<file path="src/hdl/throttle_map.svh">
`ifndef THROTTLE_MAP_SVH
`define THROTTLE_MAP_SVH

// ----------------------------------------------------------------------------
// Timing
// ----------------------------------------------------------------------------
`define CLK_HZ            125000000
`define REPEAT_MS         100

// ----------------------------------------------------------------------------
// Register byte offsets
// ----------------------------------------------------------------------------
`define REG_CTRL          5'h00
`define REG_ADDR          5'h04
`define REG_ADDR_DIGITS   5'h08
`define REG_SPEED         5'h0c
`define REG_FUNC_MODE     5'h10
`define REG_FUNC_STATE    5'h14
`define REG_IRQ_STATUS    5'h18
`define REG_IRQ_MASK      5'h1c

// ----------------------------------------------------------------------------
// Fields and reset values
// ----------------------------------------------------------------------------
`define SPEED_DIR_BIT     8
`define SPEED_VIEW_BIT    9
`define SPEED_ESTOP_BIT   10
`define IRQ_SPEED         0
`define IRQ_DIR           1
`define IRQ_ESTOP         2
`define IRQ_ADDR_REJECT   3
`define IRQ_BITS          4
`define ADDR_RESET        14'h0003
`define ADDR_MAX          14'h270f
`define FUNC_COUNT        13

// ----------------------------------------------------------------------------
// Speed step limits and coarse increments
// ----------------------------------------------------------------------------
`define MAX_STEP_14       7'h0e
`define MAX_STEP_27       7'h1b
`define MAX_STEP_28       7'h1c
`define MAX_STEP_128      7'h7e
`define COARSE_14         7'h05
`define COARSE_28         7'h08
`define COARSE_128        7'h10

// ----------------------------------------------------------------------------
// Key positions in the conditioned key vector
// ----------------------------------------------------------------------------
`define KEY_FINE_DN       0
`define KEY_FINE_UP       1
`define KEY_COARSE_DN     2
`define KEY_COARSE_UP     3
`define KEY_ENTER         4
`define KEY_DIRECTION     5
`define KEY_EMERGENCY     6
`define KEY_FUNC0         7
`define KEY_COUNT         20
`define KEY_REPEAT        4

`endif

</file>
<file path="src/hdl/throttle_pkg.sv">
package throttle_pkg;

   typedef enum logic [1:0] {
      MODE_14  = 2'b00,
      MODE_27  = 2'b01,
      MODE_28  = 2'b10,
      MODE_128 = 2'b11
   } step_mode_t;

   typedef enum logic [0:0] {
      BUS_IDLE = 1'b0,
      BUS_ACK  = 1'b1
   } bus_state_t;

endpackage

</file>
<file path="src/hdl/key_if.sv">
`timescale 1ns/1ps

interface key_if #(
   parameter int N = 20
);
   logic [N-1:0] level;
   logic [N-1:0] press;
   logic [N-1:0] step;

   modport src (output level, output press, output step);
   modport dst (input level, input press, input step);
endinterface

</file>
<file path="src/hdl/throttle_speed_direction_control.sv">
// Our own choices: the Avalon-MM register port and the register offsets.
`timescale 1ns/1ps
`include "throttle_map.svh"

// How it works
// - Held speed key repeats until limit reached.
// - Fine key moves speed by one step.
// - Coarse key moves 5, 8 or 16.
// - Speed key or change shows speed view.
// - Reaching step zero returns to address view.
// - Enter toggles speed and address views.
// - Direction key at standstill inverts direction.
// - Direction key while moving stops immediately.
// - Next press reverses; indicator shows direction.
// - Emergency key toggles layout-wide stop.
// - Addresses 0 to 9999; zero means conventional.
// - Thirteen functions, each latching or momentary.
// - Step mode 14, 27, 28 or 128.
// - Top step in 128 mode is 126.
// - Address view shows four decimal digits.
// - Momentary follows key; latching toggles per press.
module throttle_speed_direction_control #(
   parameter int REPEAT_CYCLES = `REPEAT_MS * (`CLK_HZ / 1000)
) (
   input  wire logic                   sys_clk,
   input  wire logic                   resetn,
   input  wire logic [4:0]             avs_address,
   input  wire logic                   avs_read,
   input  wire logic                   avs_write,
   input  wire logic [31:0]            avs_writedata,
   input  wire logic [3:0]             avs_byteenable,
   output logic      [31:0]            avs_readdata,
   output logic                        avs_waitrequest,
   output logic                        irq,
   input  wire logic                   key_fine_down,
   input  wire logic                   key_fine_up,
   input  wire logic                   key_coarse_down,
   input  wire logic                   key_coarse_up,
   input  wire logic                   key_enter,
   input  wire logic                   key_direction,
   input  wire logic                   key_emergency,
   input  wire logic [`FUNC_COUNT-1:0] key_function,
   output logic      [6:0]             speed_step,
   output logic                        forward,
   output logic                        show_speed,
   output logic                        immediate_stop,
   output logic                        emergency_stop,
   output logic      [13:0]            loco_address,
   output logic                        conventional_loco,
   output logic      [15:0]            address_digits,
   output throttle_pkg::step_mode_t    step_mode,
   output logic      [`FUNC_COUNT-1:0] function_active
);
   import throttle_pkg::*;

   if (REPEAT_CYCLES < 2) begin : g_bad
      $error("throttle: repeat period too short");
   end

   // -------------------------------------------------------------------------
   // Key conditioning
   // -------------------------------------------------------------------------
   key_if #(.N(`KEY_COUNT)) keys ();

   wire [`KEY_COUNT-1:0] key_raw = {key_function, key_emergency, key_direction,
                                    key_enter, key_coarse_up, key_coarse_down,
                                    key_fine_up, key_fine_down};

   key_conditioner #(
      .N_KEYS        (`KEY_COUNT),
      .N_REPEAT      (`KEY_REPEAT),
      .REPEAT_CYCLES (REPEAT_CYCLES)
   ) u_keys (
      .sys_clk (sys_clk),
      .resetn  (resetn),
      .key_raw (key_raw),
      .keys    (keys)
   );

   // -------------------------------------------------------------------------
   // Speed arithmetic
   // -------------------------------------------------------------------------
   wire       step_fdn = keys.step[`KEY_FINE_DN];
   wire       step_fup = keys.step[`KEY_FINE_UP];
   wire       step_cdn = keys.step[`KEY_COARSE_DN];
   wire       step_cup = keys.step[`KEY_COARSE_UP];
   wire       dir_key  = keys.press[`KEY_DIRECTION];
   wire       enter    = keys.press[`KEY_ENTER];
   wire       estop_key = keys.press[`KEY_EMERGENCY];

   wire [6:0] max_step = (step_mode == MODE_14) ? `MAX_STEP_14 :
                         (step_mode == MODE_27) ? `MAX_STEP_27 :
                         (step_mode == MODE_28) ? `MAX_STEP_28 :
                                                  `MAX_STEP_128;
   wire [6:0] coarse   = (step_mode == MODE_14)  ? `COARSE_14 :
                         (step_mode == MODE_128) ? `COARSE_128 :
                                                   `COARSE_28;

   // Down keys win over up keys when both fire together, as the safer choice.
   wire       go_down  = step_fdn | step_cdn;
   wire       go_up    = !go_down && (step_fup | step_cup);
   wire [6:0] delta    = (step_fdn || (!step_cdn && step_fup)) ? 7'h01 : coarse;
   wire       speed_ev = (go_down | go_up) && !emergency_stop;

   wire [7:0] sum      = {1'b0, speed_step} + {1'b0, delta};
   wire [6:0] up_val   = (sum > {1'b0, max_step}) ? max_step : sum[6:0];
   wire [6:0] dn_val   = (speed_step > delta) ? (speed_step - delta) : 7'h00;
   // Repeats simply keep stepping; saturation holds the limit while held.
   wire [6:0] stepped  = go_down ? dn_val : up_val;

   wire       moving   = (speed_step != 7'h00);
   wire       dir_stop = dir_key && moving;
   wire       dir_flip = dir_key && !moving;

   logic [6:0] next_speed;
   logic       next_view;
   always_comb begin
      next_speed = speed_step;
      next_view  = show_speed;
      if (estop_key && !emergency_stop) begin
         next_speed = 7'h00;
         next_view  = show_speed && !moving;
      end else if (dir_stop) begin
         next_speed = 7'h00;
         next_view  = 1'b0;
      end else if (speed_ev) begin
         next_speed = stepped;
         next_view  = !(moving && stepped == 7'h00);
      end else if (enter) begin
         next_view  = !show_speed;
      end
   end

   // -------------------------------------------------------------------------
   // Register bus decode
   // -------------------------------------------------------------------------
   bus_state_t bus_state;
   wire        req       = avs_read | avs_write;
   wire        wr_fire   = avs_write && (bus_state == BUS_ACK);
   wire [31:0] be_mask   = {{8{avs_byteenable[3]}}, {8{avs_byteenable[2]}},
                            {8{avs_byteenable[1]}}, {8{avs_byteenable[0]}}};
   wire        wr_ctrl   = wr_fire && avs_address == `REG_CTRL;
   wire        wr_addr   = wr_fire && avs_address == `REG_ADDR;
   wire        wr_fmode  = wr_fire && avs_address == `REG_FUNC_MODE;
   wire        wr_status = wr_fire && avs_address == `REG_IRQ_STATUS;
   wire        wr_mask   = wr_fire && avs_address == `REG_IRQ_MASK;

   wire [31:0] addr_word = ({18'h0, loco_address} & ~be_mask) | (avs_writedata & be_mask);
   wire        addr_ok   = (addr_word[31:14] == 18'h0) && (addr_word[13:0] <= `ADDR_MAX);

   logic [`FUNC_COUNT-1:0] func_mode;
   logic [`IRQ_BITS-1:0]   irq_status;
   logic [`IRQ_BITS-1:0]   irq_mask;
   logic [15:0]            bcd;

   wire [31:0] speed_word = {21'h0, emergency_stop, show_speed, forward, 1'b0, speed_step};

   wire [31:0] rd_mux =
      (avs_address == `REG_CTRL)        ? {30'h0, step_mode} :
      (avs_address == `REG_ADDR)        ? {18'h0, loco_address} :
      (avs_address == `REG_ADDR_DIGITS) ? {16'h0, address_digits} :
      (avs_address == `REG_SPEED)       ? speed_word :
      (avs_address == `REG_FUNC_MODE)   ? {19'h0, func_mode} :
      (avs_address == `REG_FUNC_STATE)  ? {19'h0, function_active} :
      (avs_address == `REG_IRQ_STATUS)  ? {28'h0, irq_status} :
      (avs_address == `REG_IRQ_MASK)    ? {28'h0, irq_mask} :
                                          32'h0;

   // Every access takes one wait state: it is seen, answered the next edge.
   always_ff @(posedge sys_clk) begin
      if (!resetn) begin
         bus_state       <= BUS_IDLE;
         avs_waitrequest <= 1'b1;
         avs_readdata    <= 32'h0;
      end else begin
         unique case (bus_state)
            BUS_IDLE: begin
               if (req) begin
                  bus_state       <= BUS_ACK;
                  avs_waitrequest <= 1'b0;
                  avs_readdata    <= avs_read ? rd_mux : 32'h0;
               end
            end
            BUS_ACK: begin
               bus_state       <= BUS_IDLE;
               avs_waitrequest <= 1'b1;
            end
         endcase
      end
   end

   // -------------------------------------------------------------------------
   // Configuration registers
   // -------------------------------------------------------------------------
   bin_to_bcd4 u_bcd (
      .bin (loco_address),
      .bcd (bcd)
   );

   always_ff @(posedge sys_clk) begin
      if (!resetn) begin
         step_mode         <= MODE_28;
         loco_address      <= `ADDR_RESET;
         conventional_loco <= 1'b0;
         address_digits    <= 16'h0;
         func_mode         <= '0;
         irq_mask          <= '0;
      end else begin
         if (wr_ctrl && avs_byteenable[0]) begin
            step_mode <= step_mode_t'(avs_writedata[1:0]);
         end
         if (wr_addr && addr_ok) begin
            loco_address <= addr_word[13:0];
         end
         conventional_loco <= (loco_address == 14'h0);
         address_digits    <= bcd;
         if (wr_fmode) begin
            func_mode <= (func_mode & ~be_mask[`FUNC_COUNT-1:0]) |
                         (avs_writedata[`FUNC_COUNT-1:0] & be_mask[`FUNC_COUNT-1:0]);
         end
         if (wr_mask && avs_byteenable[0]) begin
            irq_mask <= avs_writedata[`IRQ_BITS-1:0];
         end
      end
   end

   // -------------------------------------------------------------------------
   // Locomotive state
   // -------------------------------------------------------------------------
   always_ff @(posedge sys_clk) begin
      if (!resetn) begin
         speed_step     <= 7'h00;
         forward        <= 1'b1;
         show_speed     <= 1'b0;
         immediate_stop <= 1'b0;
         emergency_stop <= 1'b0;
      end else begin
         speed_step     <= next_speed;
         show_speed     <= next_view;
         immediate_stop <= dir_stop;
         if (dir_flip) begin
            forward <= !forward;
         end
         if (estop_key) begin
            emergency_stop <= !emergency_stop;
         end
      end
   end

   // -------------------------------------------------------------------------
   // Decoder functions
   // -------------------------------------------------------------------------
   genvar f;
   for (f = 0; f < `FUNC_COUNT; f++) begin : g_func
      always_ff @(posedge sys_clk) begin
         if (!resetn) begin
            function_active[f] <= 1'b0;
         end else if (func_mode[f]) begin
            function_active[f] <= keys.level[`KEY_FUNC0 + f];
         end else if (keys.press[`KEY_FUNC0 + f]) begin
            function_active[f] <= !function_active[f];
         end
      end
   end

   // -------------------------------------------------------------------------
   // Interrupts
   // -------------------------------------------------------------------------
   wire [`IRQ_BITS-1:0] irq_event = {wr_addr && !addr_ok,
                                     estop_key,
                                     dir_flip,
                                     next_speed != speed_step};
   wire [`IRQ_BITS-1:0] irq_clear = wr_status && avs_byteenable[0] ?
                                    avs_writedata[`IRQ_BITS-1:0] : '0;

   // A new event beats a clear landing in the same cycle.
   always_ff @(posedge sys_clk) begin
      if (!resetn) begin
         irq_status <= '0;
         irq        <= 1'b0;
      end else begin
         irq_status <= (irq_status & ~irq_clear) | irq_event;
         irq        <= |(((irq_status & ~irq_clear) | irq_event) & irq_mask);
      end
   end

endmodule

</file>
<file path="src/hdl/key_conditioner.sv">
`timescale 1ns/1ps

module key_conditioner #(
   parameter int N_KEYS        = 20,
   parameter int N_REPEAT      = 4,
   parameter int REPEAT_CYCLES = 12500000
) (
   input  wire logic              sys_clk,
   input  wire logic              resetn,
   input  wire logic [N_KEYS-1:0] key_raw,
   key_if.src                     keys
);

   if (N_REPEAT > N_KEYS || REPEAT_CYCLES < 2) begin : g_bad
      $error("key_conditioner: unsupported parameters");
   end

   genvar i;
   for (i = 0; i < N_KEYS; i++) begin : g_key
      logic        s1, s2, s3;
      logic        lvl;
      logic        prs;
      logic [31:0] cnt;
      logic        rpt;
      wire         agree = (s2 == s3);

      // Pins are asynchronous; the level changes only once two stages agree.
      always_ff @(posedge sys_clk) begin
         if (!resetn) begin
            s1  <= 1'b0;
            s2  <= 1'b0;
            s3  <= 1'b0;
            lvl <= 1'b0;
            prs <= 1'b0;
         end else begin
            s1  <= key_raw[i];
            s2  <= s1;
            s3  <= s2;
            prs <= agree && s3 && !lvl;
            if (agree) begin
               lvl <= s3;
            end
         end
      end

      // Held speed keys fire a step every repeat period after the press.
      if (i < N_REPEAT) begin : g_rep
         always_ff @(posedge sys_clk) begin
            if (!resetn) begin
               cnt <= 32'h0;
               rpt <= 1'b0;
            end else if (!lvl) begin
               cnt <= 32'h0;
               rpt <= 1'b0;
            end else if (cnt == 32'(REPEAT_CYCLES - 1)) begin
               cnt <= 32'h0;
               rpt <= 1'b1;
            end else begin
               cnt <= cnt + 32'h1;
               rpt <= 1'b0;
            end
         end
      end else begin : g_norep
         assign cnt = 32'h0;
         assign rpt = 1'b0;
      end

      assign keys.level[i] = lvl;
      assign keys.press[i] = prs;
      assign keys.step[i]  = prs | rpt;
   end

endmodule

</file>
<file path="src/hdl/bin_to_bcd4.sv">
`timescale 1ns/1ps

module bin_to_bcd4 (
   input  wire logic [13:0] bin,
   output logic      [15:0] bcd
);

   // Shift-and-add-three; the input never exceeds four decimal digits.
   always_comb begin
      logic [29:0] sh;
      sh = {16'h0, bin};
      for (int b = 0; b < 14; b++) begin
         for (int d = 0; d < 4; d++) begin
            if (sh[14 + 4*d +: 4] > 4'h4) begin
               sh[14 + 4*d +: 4] = sh[14 + 4*d +: 4] + 4'h3;
            end
         end
         sh = {sh[28:0], 1'b0};
      end
      bcd = sh[29:14];
   end

endmodule

</file>
<file path="config.mk">
export PLATFORM = sky130hd
export DESIGN_NAME = throttle_speed_direction_control
export DESIGN_NICKNAME = d
export VERILOG_FILES = /design/src/hdl/throttle_pkg.sv /design/src/hdl/key_if.sv /design/src/hdl/throttle_speed_direction_control.sv /design/src/hdl/key_conditioner.sv /design/src/hdl/bin_to_bcd4.sv
export VERILOG_INCLUDE_DIRS = /design/src /design/src/hdl
export SDC_FILE = /design/constraint.sdc
export NUM_CORES = 1
export LEC_CHECK = 0
export BUFFER_PORTS_ARGS = -buffer_cell sky130_fd_sc_hd__buf_2
export CAP_MARGIN = 5
export CORE_ASPECT_RATIO = 0.8
export CORE_UTILIZATION = 60
export DETAILED_ROUTE_END_ITERATION = 10
export GPL_TIMING_DRIVEN = 0
export PLACE_DENSITY_LB_ADDON = 0.08
export SYNTH_ARGS = -nofsm -noshare
export SYNTH_HDL_FRONTEND = slang
export SYNTH_SLANG_ARGS = --single-unit
</file>
<file path="constraint.sdc">
create_clock -name sys_clk -period 15.2 [get_ports sys_clk]
set_input_delay 3.04 -clock sys_clk [delete_from_list [all_inputs] [get_ports sys_clk]]
set_output_delay 3.04 -clock sys_clk [all_outputs]
set_load 0.1 [all_outputs]
</file>
==> results by group <==
Outcome
  • Status: finished, final reports clean

STA
  • Worst-margin pin slew: about 1.2 ns
  • Hold WS: ~0.41 ns
  • RSZ-0062 raised after global routing: no
  • Clk_skew: between 0.02 and 0.03 ns
  • Final hold viol count: 0
  • Minimum clock period: roughly 9.1 ns
  • Final critical-path share of the clock period: between 50 and 60%
  • Slew Limit Fails: 0
  • F_max: ~110 MHz
  • Final setup fails: 0
  • Worst slew margin: roughly 20%
  • Setup TNS: 0 ns

Clock tree
  • Clock insertion delay at the later pin of the skew report: a little under 0.6 ns
  • # Post-CTS Setup Buffers: 0
  • CTS sink count: between 300 and 400
  • Worst-path clk slew: around 0.07 ns
  • PostCTS Resize Cnt: 0
  • Clock buffer depth: 3
  • Root Buffer: clkbuf_16
  • CTS buffer count: 30
  • CTS tree: yes
  • CTS Hold Bufs: 0
  • # H-tree levels: 1

Placement
  • Placed cell areas: 0.0190 mm^2
  • Number of port buffers: around 140
  • Inst Count DP: around 2700
  • Hpwl dp: roughly 38000 um
  • Gpl congestion: about 0.98

Critical path
  • Reg-to-reg endpoint: address_digits[10]
  • Crit path max-delay family: compound AO/OA/AOI/OAI gates
  • CP startpoint kind: flop
  • CP peak stage delay: about 0.56 ns
  • Critical path capture point type: flop
  • Worst-path maximum fanout: 10
  • Crit path depth: 35
  • Critical-path top delay cell: o31ai_1
  • Critical path arrival: approximately 9.6 ns
  • R2r worst-path depth: 35
  • CP Buf/Inv Count: 7
  • Reg-to-Reg Start: loco_address[12]
  • WP data required: between 15 and 20 ns
  • Cell mode on critical path: ha_1
  • R2r setup slk: about 6 ns
  • Critical path class: reg -> reg

Yosys
  • Post-synthesis sequential area ratio: between 30% and 40%
  • Synthesized instance count: between 2000 and 2500
  • Seq cells post-synth: approximately 330
  • Syn_area_per_cell: roughly 8.4 um^2
  • Synthesized area: 0.0178 mm^2
  • EDFF count, synth: 0
  • Synth Flop Type: dfxtp_1
  • Post-synthesis async set-or-reset flop share: 0%
  • Synth Warn #: 0
  • Synth unique cells: around 110

Route
  • Via density: between 6 and 7
  • DR pass1 iterations: 6
  • Drt drc: 0
  • Total Wirelength: just over 50000 um
  • Routed WL per cell: approximately 19 um
  • DRT iter0 DRCs: approximately 1700
  • Detail Route Antenna Nets: 0
  • Vias post-DR: 16400

Run
  • Total of max-cap violations: 0

Pwr
  • Clock Power Share: between 40% and 50%
  • Tot Pwr: ~0.0018 W
  • Reg power frac: about 49%
  • Combinational cell fraction of total power: ~5.2%
  • Internal Power: 0.00137 W
  • Leakage: about 8.0 nW
  • P_sw: just over 0.0004 W
  • Sw frac: 23.2%
  • Power Density: just under 90 mW/mm^2
  • Worst VDD drop: 109 uV

Worst hold path
  • Hold Crit Start: u_keys.g_key[5].lvl
  • Worst hold endpoint: u_keys.g_key[5].prs
  • Min-Delay Path Depth: 1
  • HP Class: reg -> reg

Global route
  • Global route total overflow: 0
  • Initial antenna violation count: 2
  • Vias in the first global route: around 15000
  • All-Layer GR Usage: 32.3%
  • First-pass GRT wire length: between 70000 and 80000 um
  • Largest net degree at the start of global routing: 18

Die
  • Die Footprint: 0.0304 mm^2
  • Initial core utilization: about 61%
  • Die width: 195 um
  • Row count: 56
  • Num ports: between 150 and 200
  • Die Ht: ~160 um
  • Placeable core area: 0.0292 mm^2

Layout
  • Fillers: between 2000 and 2500
  • Multi-input gate area: ~0.011 mm^2
  • Final cell count without fillers: about 2700
  • Storage cell area: between 0.006 and 0.007 mm^2
  • Area Growth Syn to Fin: 12.9%
  • Ratio of cells with drive above 1 in the final layout: a little over an eighth
  • Post-route cell area: slightly above 0.02 mm^2
  • Final nets: around 2400
## final cells by class
| cell class | instances | share of cell area (%) |
|---|---|---|
| Clock buffer | 37 | 4.11 |
| Multi-Input combinational cell | 1645 | 52.4 |
| Tap cell | 377 | 2.35 |
| Sequential cell | 329 | 32.8 |
| Clock inverter | 19 | 1.28 |
| Inverter | 53 | 0.989 |
| Antenna cell | 2 | 0.0249 |
| Timing Repair Buffer | 136 | 3.38 |
| Buffer | 113 | 2.76 |
## cells by family after synthesis
family	share of synthesized area, %
compound gates	16.7
other cells	0.0211
fa+ha+maj	4.84
mux	4.30
buf+inv	4.23
flops	37.0
simple gates	25.4
xor+xnor	7.56
## power by group through the flow
stage,Clock [W],Sequential [W],Combinational [W]
after floorplan,0,0.000904,0.0000556
after global placement,0,0.000896,0.0000900
after detailed placement,0,0.000896,0.0000911
after CTS,0.000824,0.000877,0.0000919
after global routing,0.000860,0.000877,0.0000992
final,0.000817,0.000877,0.0000934
## synth_stat cells, types with 7 or more instances
library cell	n	area, um^2
a211oi_1	20	150
buf_2	13	65.1
inv_1	52	195
and4_1	14	123
nor4_1	35	219
a22oi_1	7	52.6
nand2_1	181	679
or3_1	22	138
nand3_1	77	385
mux2i_1	67	671
o211ai_1	15	113
nor2b_1	13	81.3
dfxtp_1	329	6590
nor3_1	37	185
nand4_1	32	200
nor2_1	338	1270
and2_1	72	450
o22ai_1	12	75.1
a21o_1	16	120
o21ai_1	7	35.0
ha_1	68	851
buf_4	22	165
o221ai_1	10	87.6
a21oi_1	130	651
a31oi_1	10	62.6
and3_1	48	300
or2_2	7	43.8
clkbuf_1	70	263
xor2_1	78	683
xnor2_1	65	569
o21ai_0	46	230
a221oi_1	18	158
o31ai_1	10	75.1
nand2b_1	10	62.6
## routing by layer
layer	share of wire [%]	vias to the layer above	global-route usage, %
met5	0	-	0
met4	2.5	0	8.31
met3	9.6	91	5.30
met2	42	734	48.7
met1	46	7727	47.4
li1	-	7890	-
## flip-flops by register name (all words and copies together), names as in the netlist, 7 cells and up, named ones only
register	count
u_keys.g_key.cnt	128
u_keys.g_key.lvl	20
u_keys.g_key.prs	20
u_keys.g_key.s1	20
u_keys.g_key.s2	20
u_keys.g_key.s3	20
address_digits	16
avs_readdata	16
loco_address	14
function_active	13
speed_step	7
## cells in the final DEF (no fill, tap or decap), drive strengths merged, types with 7 or more instances in the layout
cell	synthesis	final
a211oi	21	21
a21o	16	16
a21oi	134	134
a221oi	21	21
a22oi	8	8
a311oi	7	7
a31oi	12	12
and2	73	73
and3	48	48
and4	14	14
buf	42	178
clkbuf	71	108
clkinv	0	10
conb	1	16
dfxtp	329	329
ha	68	68
inv	53	55
mux2i	69	69
nand2	182	182
nand2b	10	10
nand3	79	79
nand4	32	32
nor2	342	342
nor2b	13	13
nor3	40	40
nor4	39	39
o211ai	17	17
o21ai	55	55
o221ai	11	11
o22ai	12	12
o31ai	12	12
or2	10	10
or3	22	22
xnor2	67	67
xor2	79	79
## worst register-to-register path: cells and delay by family, from the launching register on
kind | cells | cell delay, ns
adders and majority gates | 5 | 1.20
AOI/OAI and AO/OA | 15 | 3.91
and+or+nand+nor | 8 | 1.79
DFF | 1 | 0.54
buffers and inverters | 7 | 1.59
## metrics by stage
step                utilization, %  worst slack, ns
floorplan                        -             7.28
global placement              65.1             6.79
detailed placement            65.1             6.52
CTS                           68.8             6.52
global route                  68.8             5.62
finish                        68.8             6.11
## worst max-delay path by stage
stage	slack [ns]	to	from
global placement	6.79	address_digits[10]	loco_address[12]
global route	5.62	address_digits[10]	loco_address[12]
CTS	6.52	address_digits[10]	loco_address[12]
finish	6.11	address_digits[10]	loco_address[12]
detailed placement	6.52	address_digits[10]	loco_address[12]
floorplan	7.28	address_digits[10]	loco_address[11]
(Power assumes the default switching activity.)
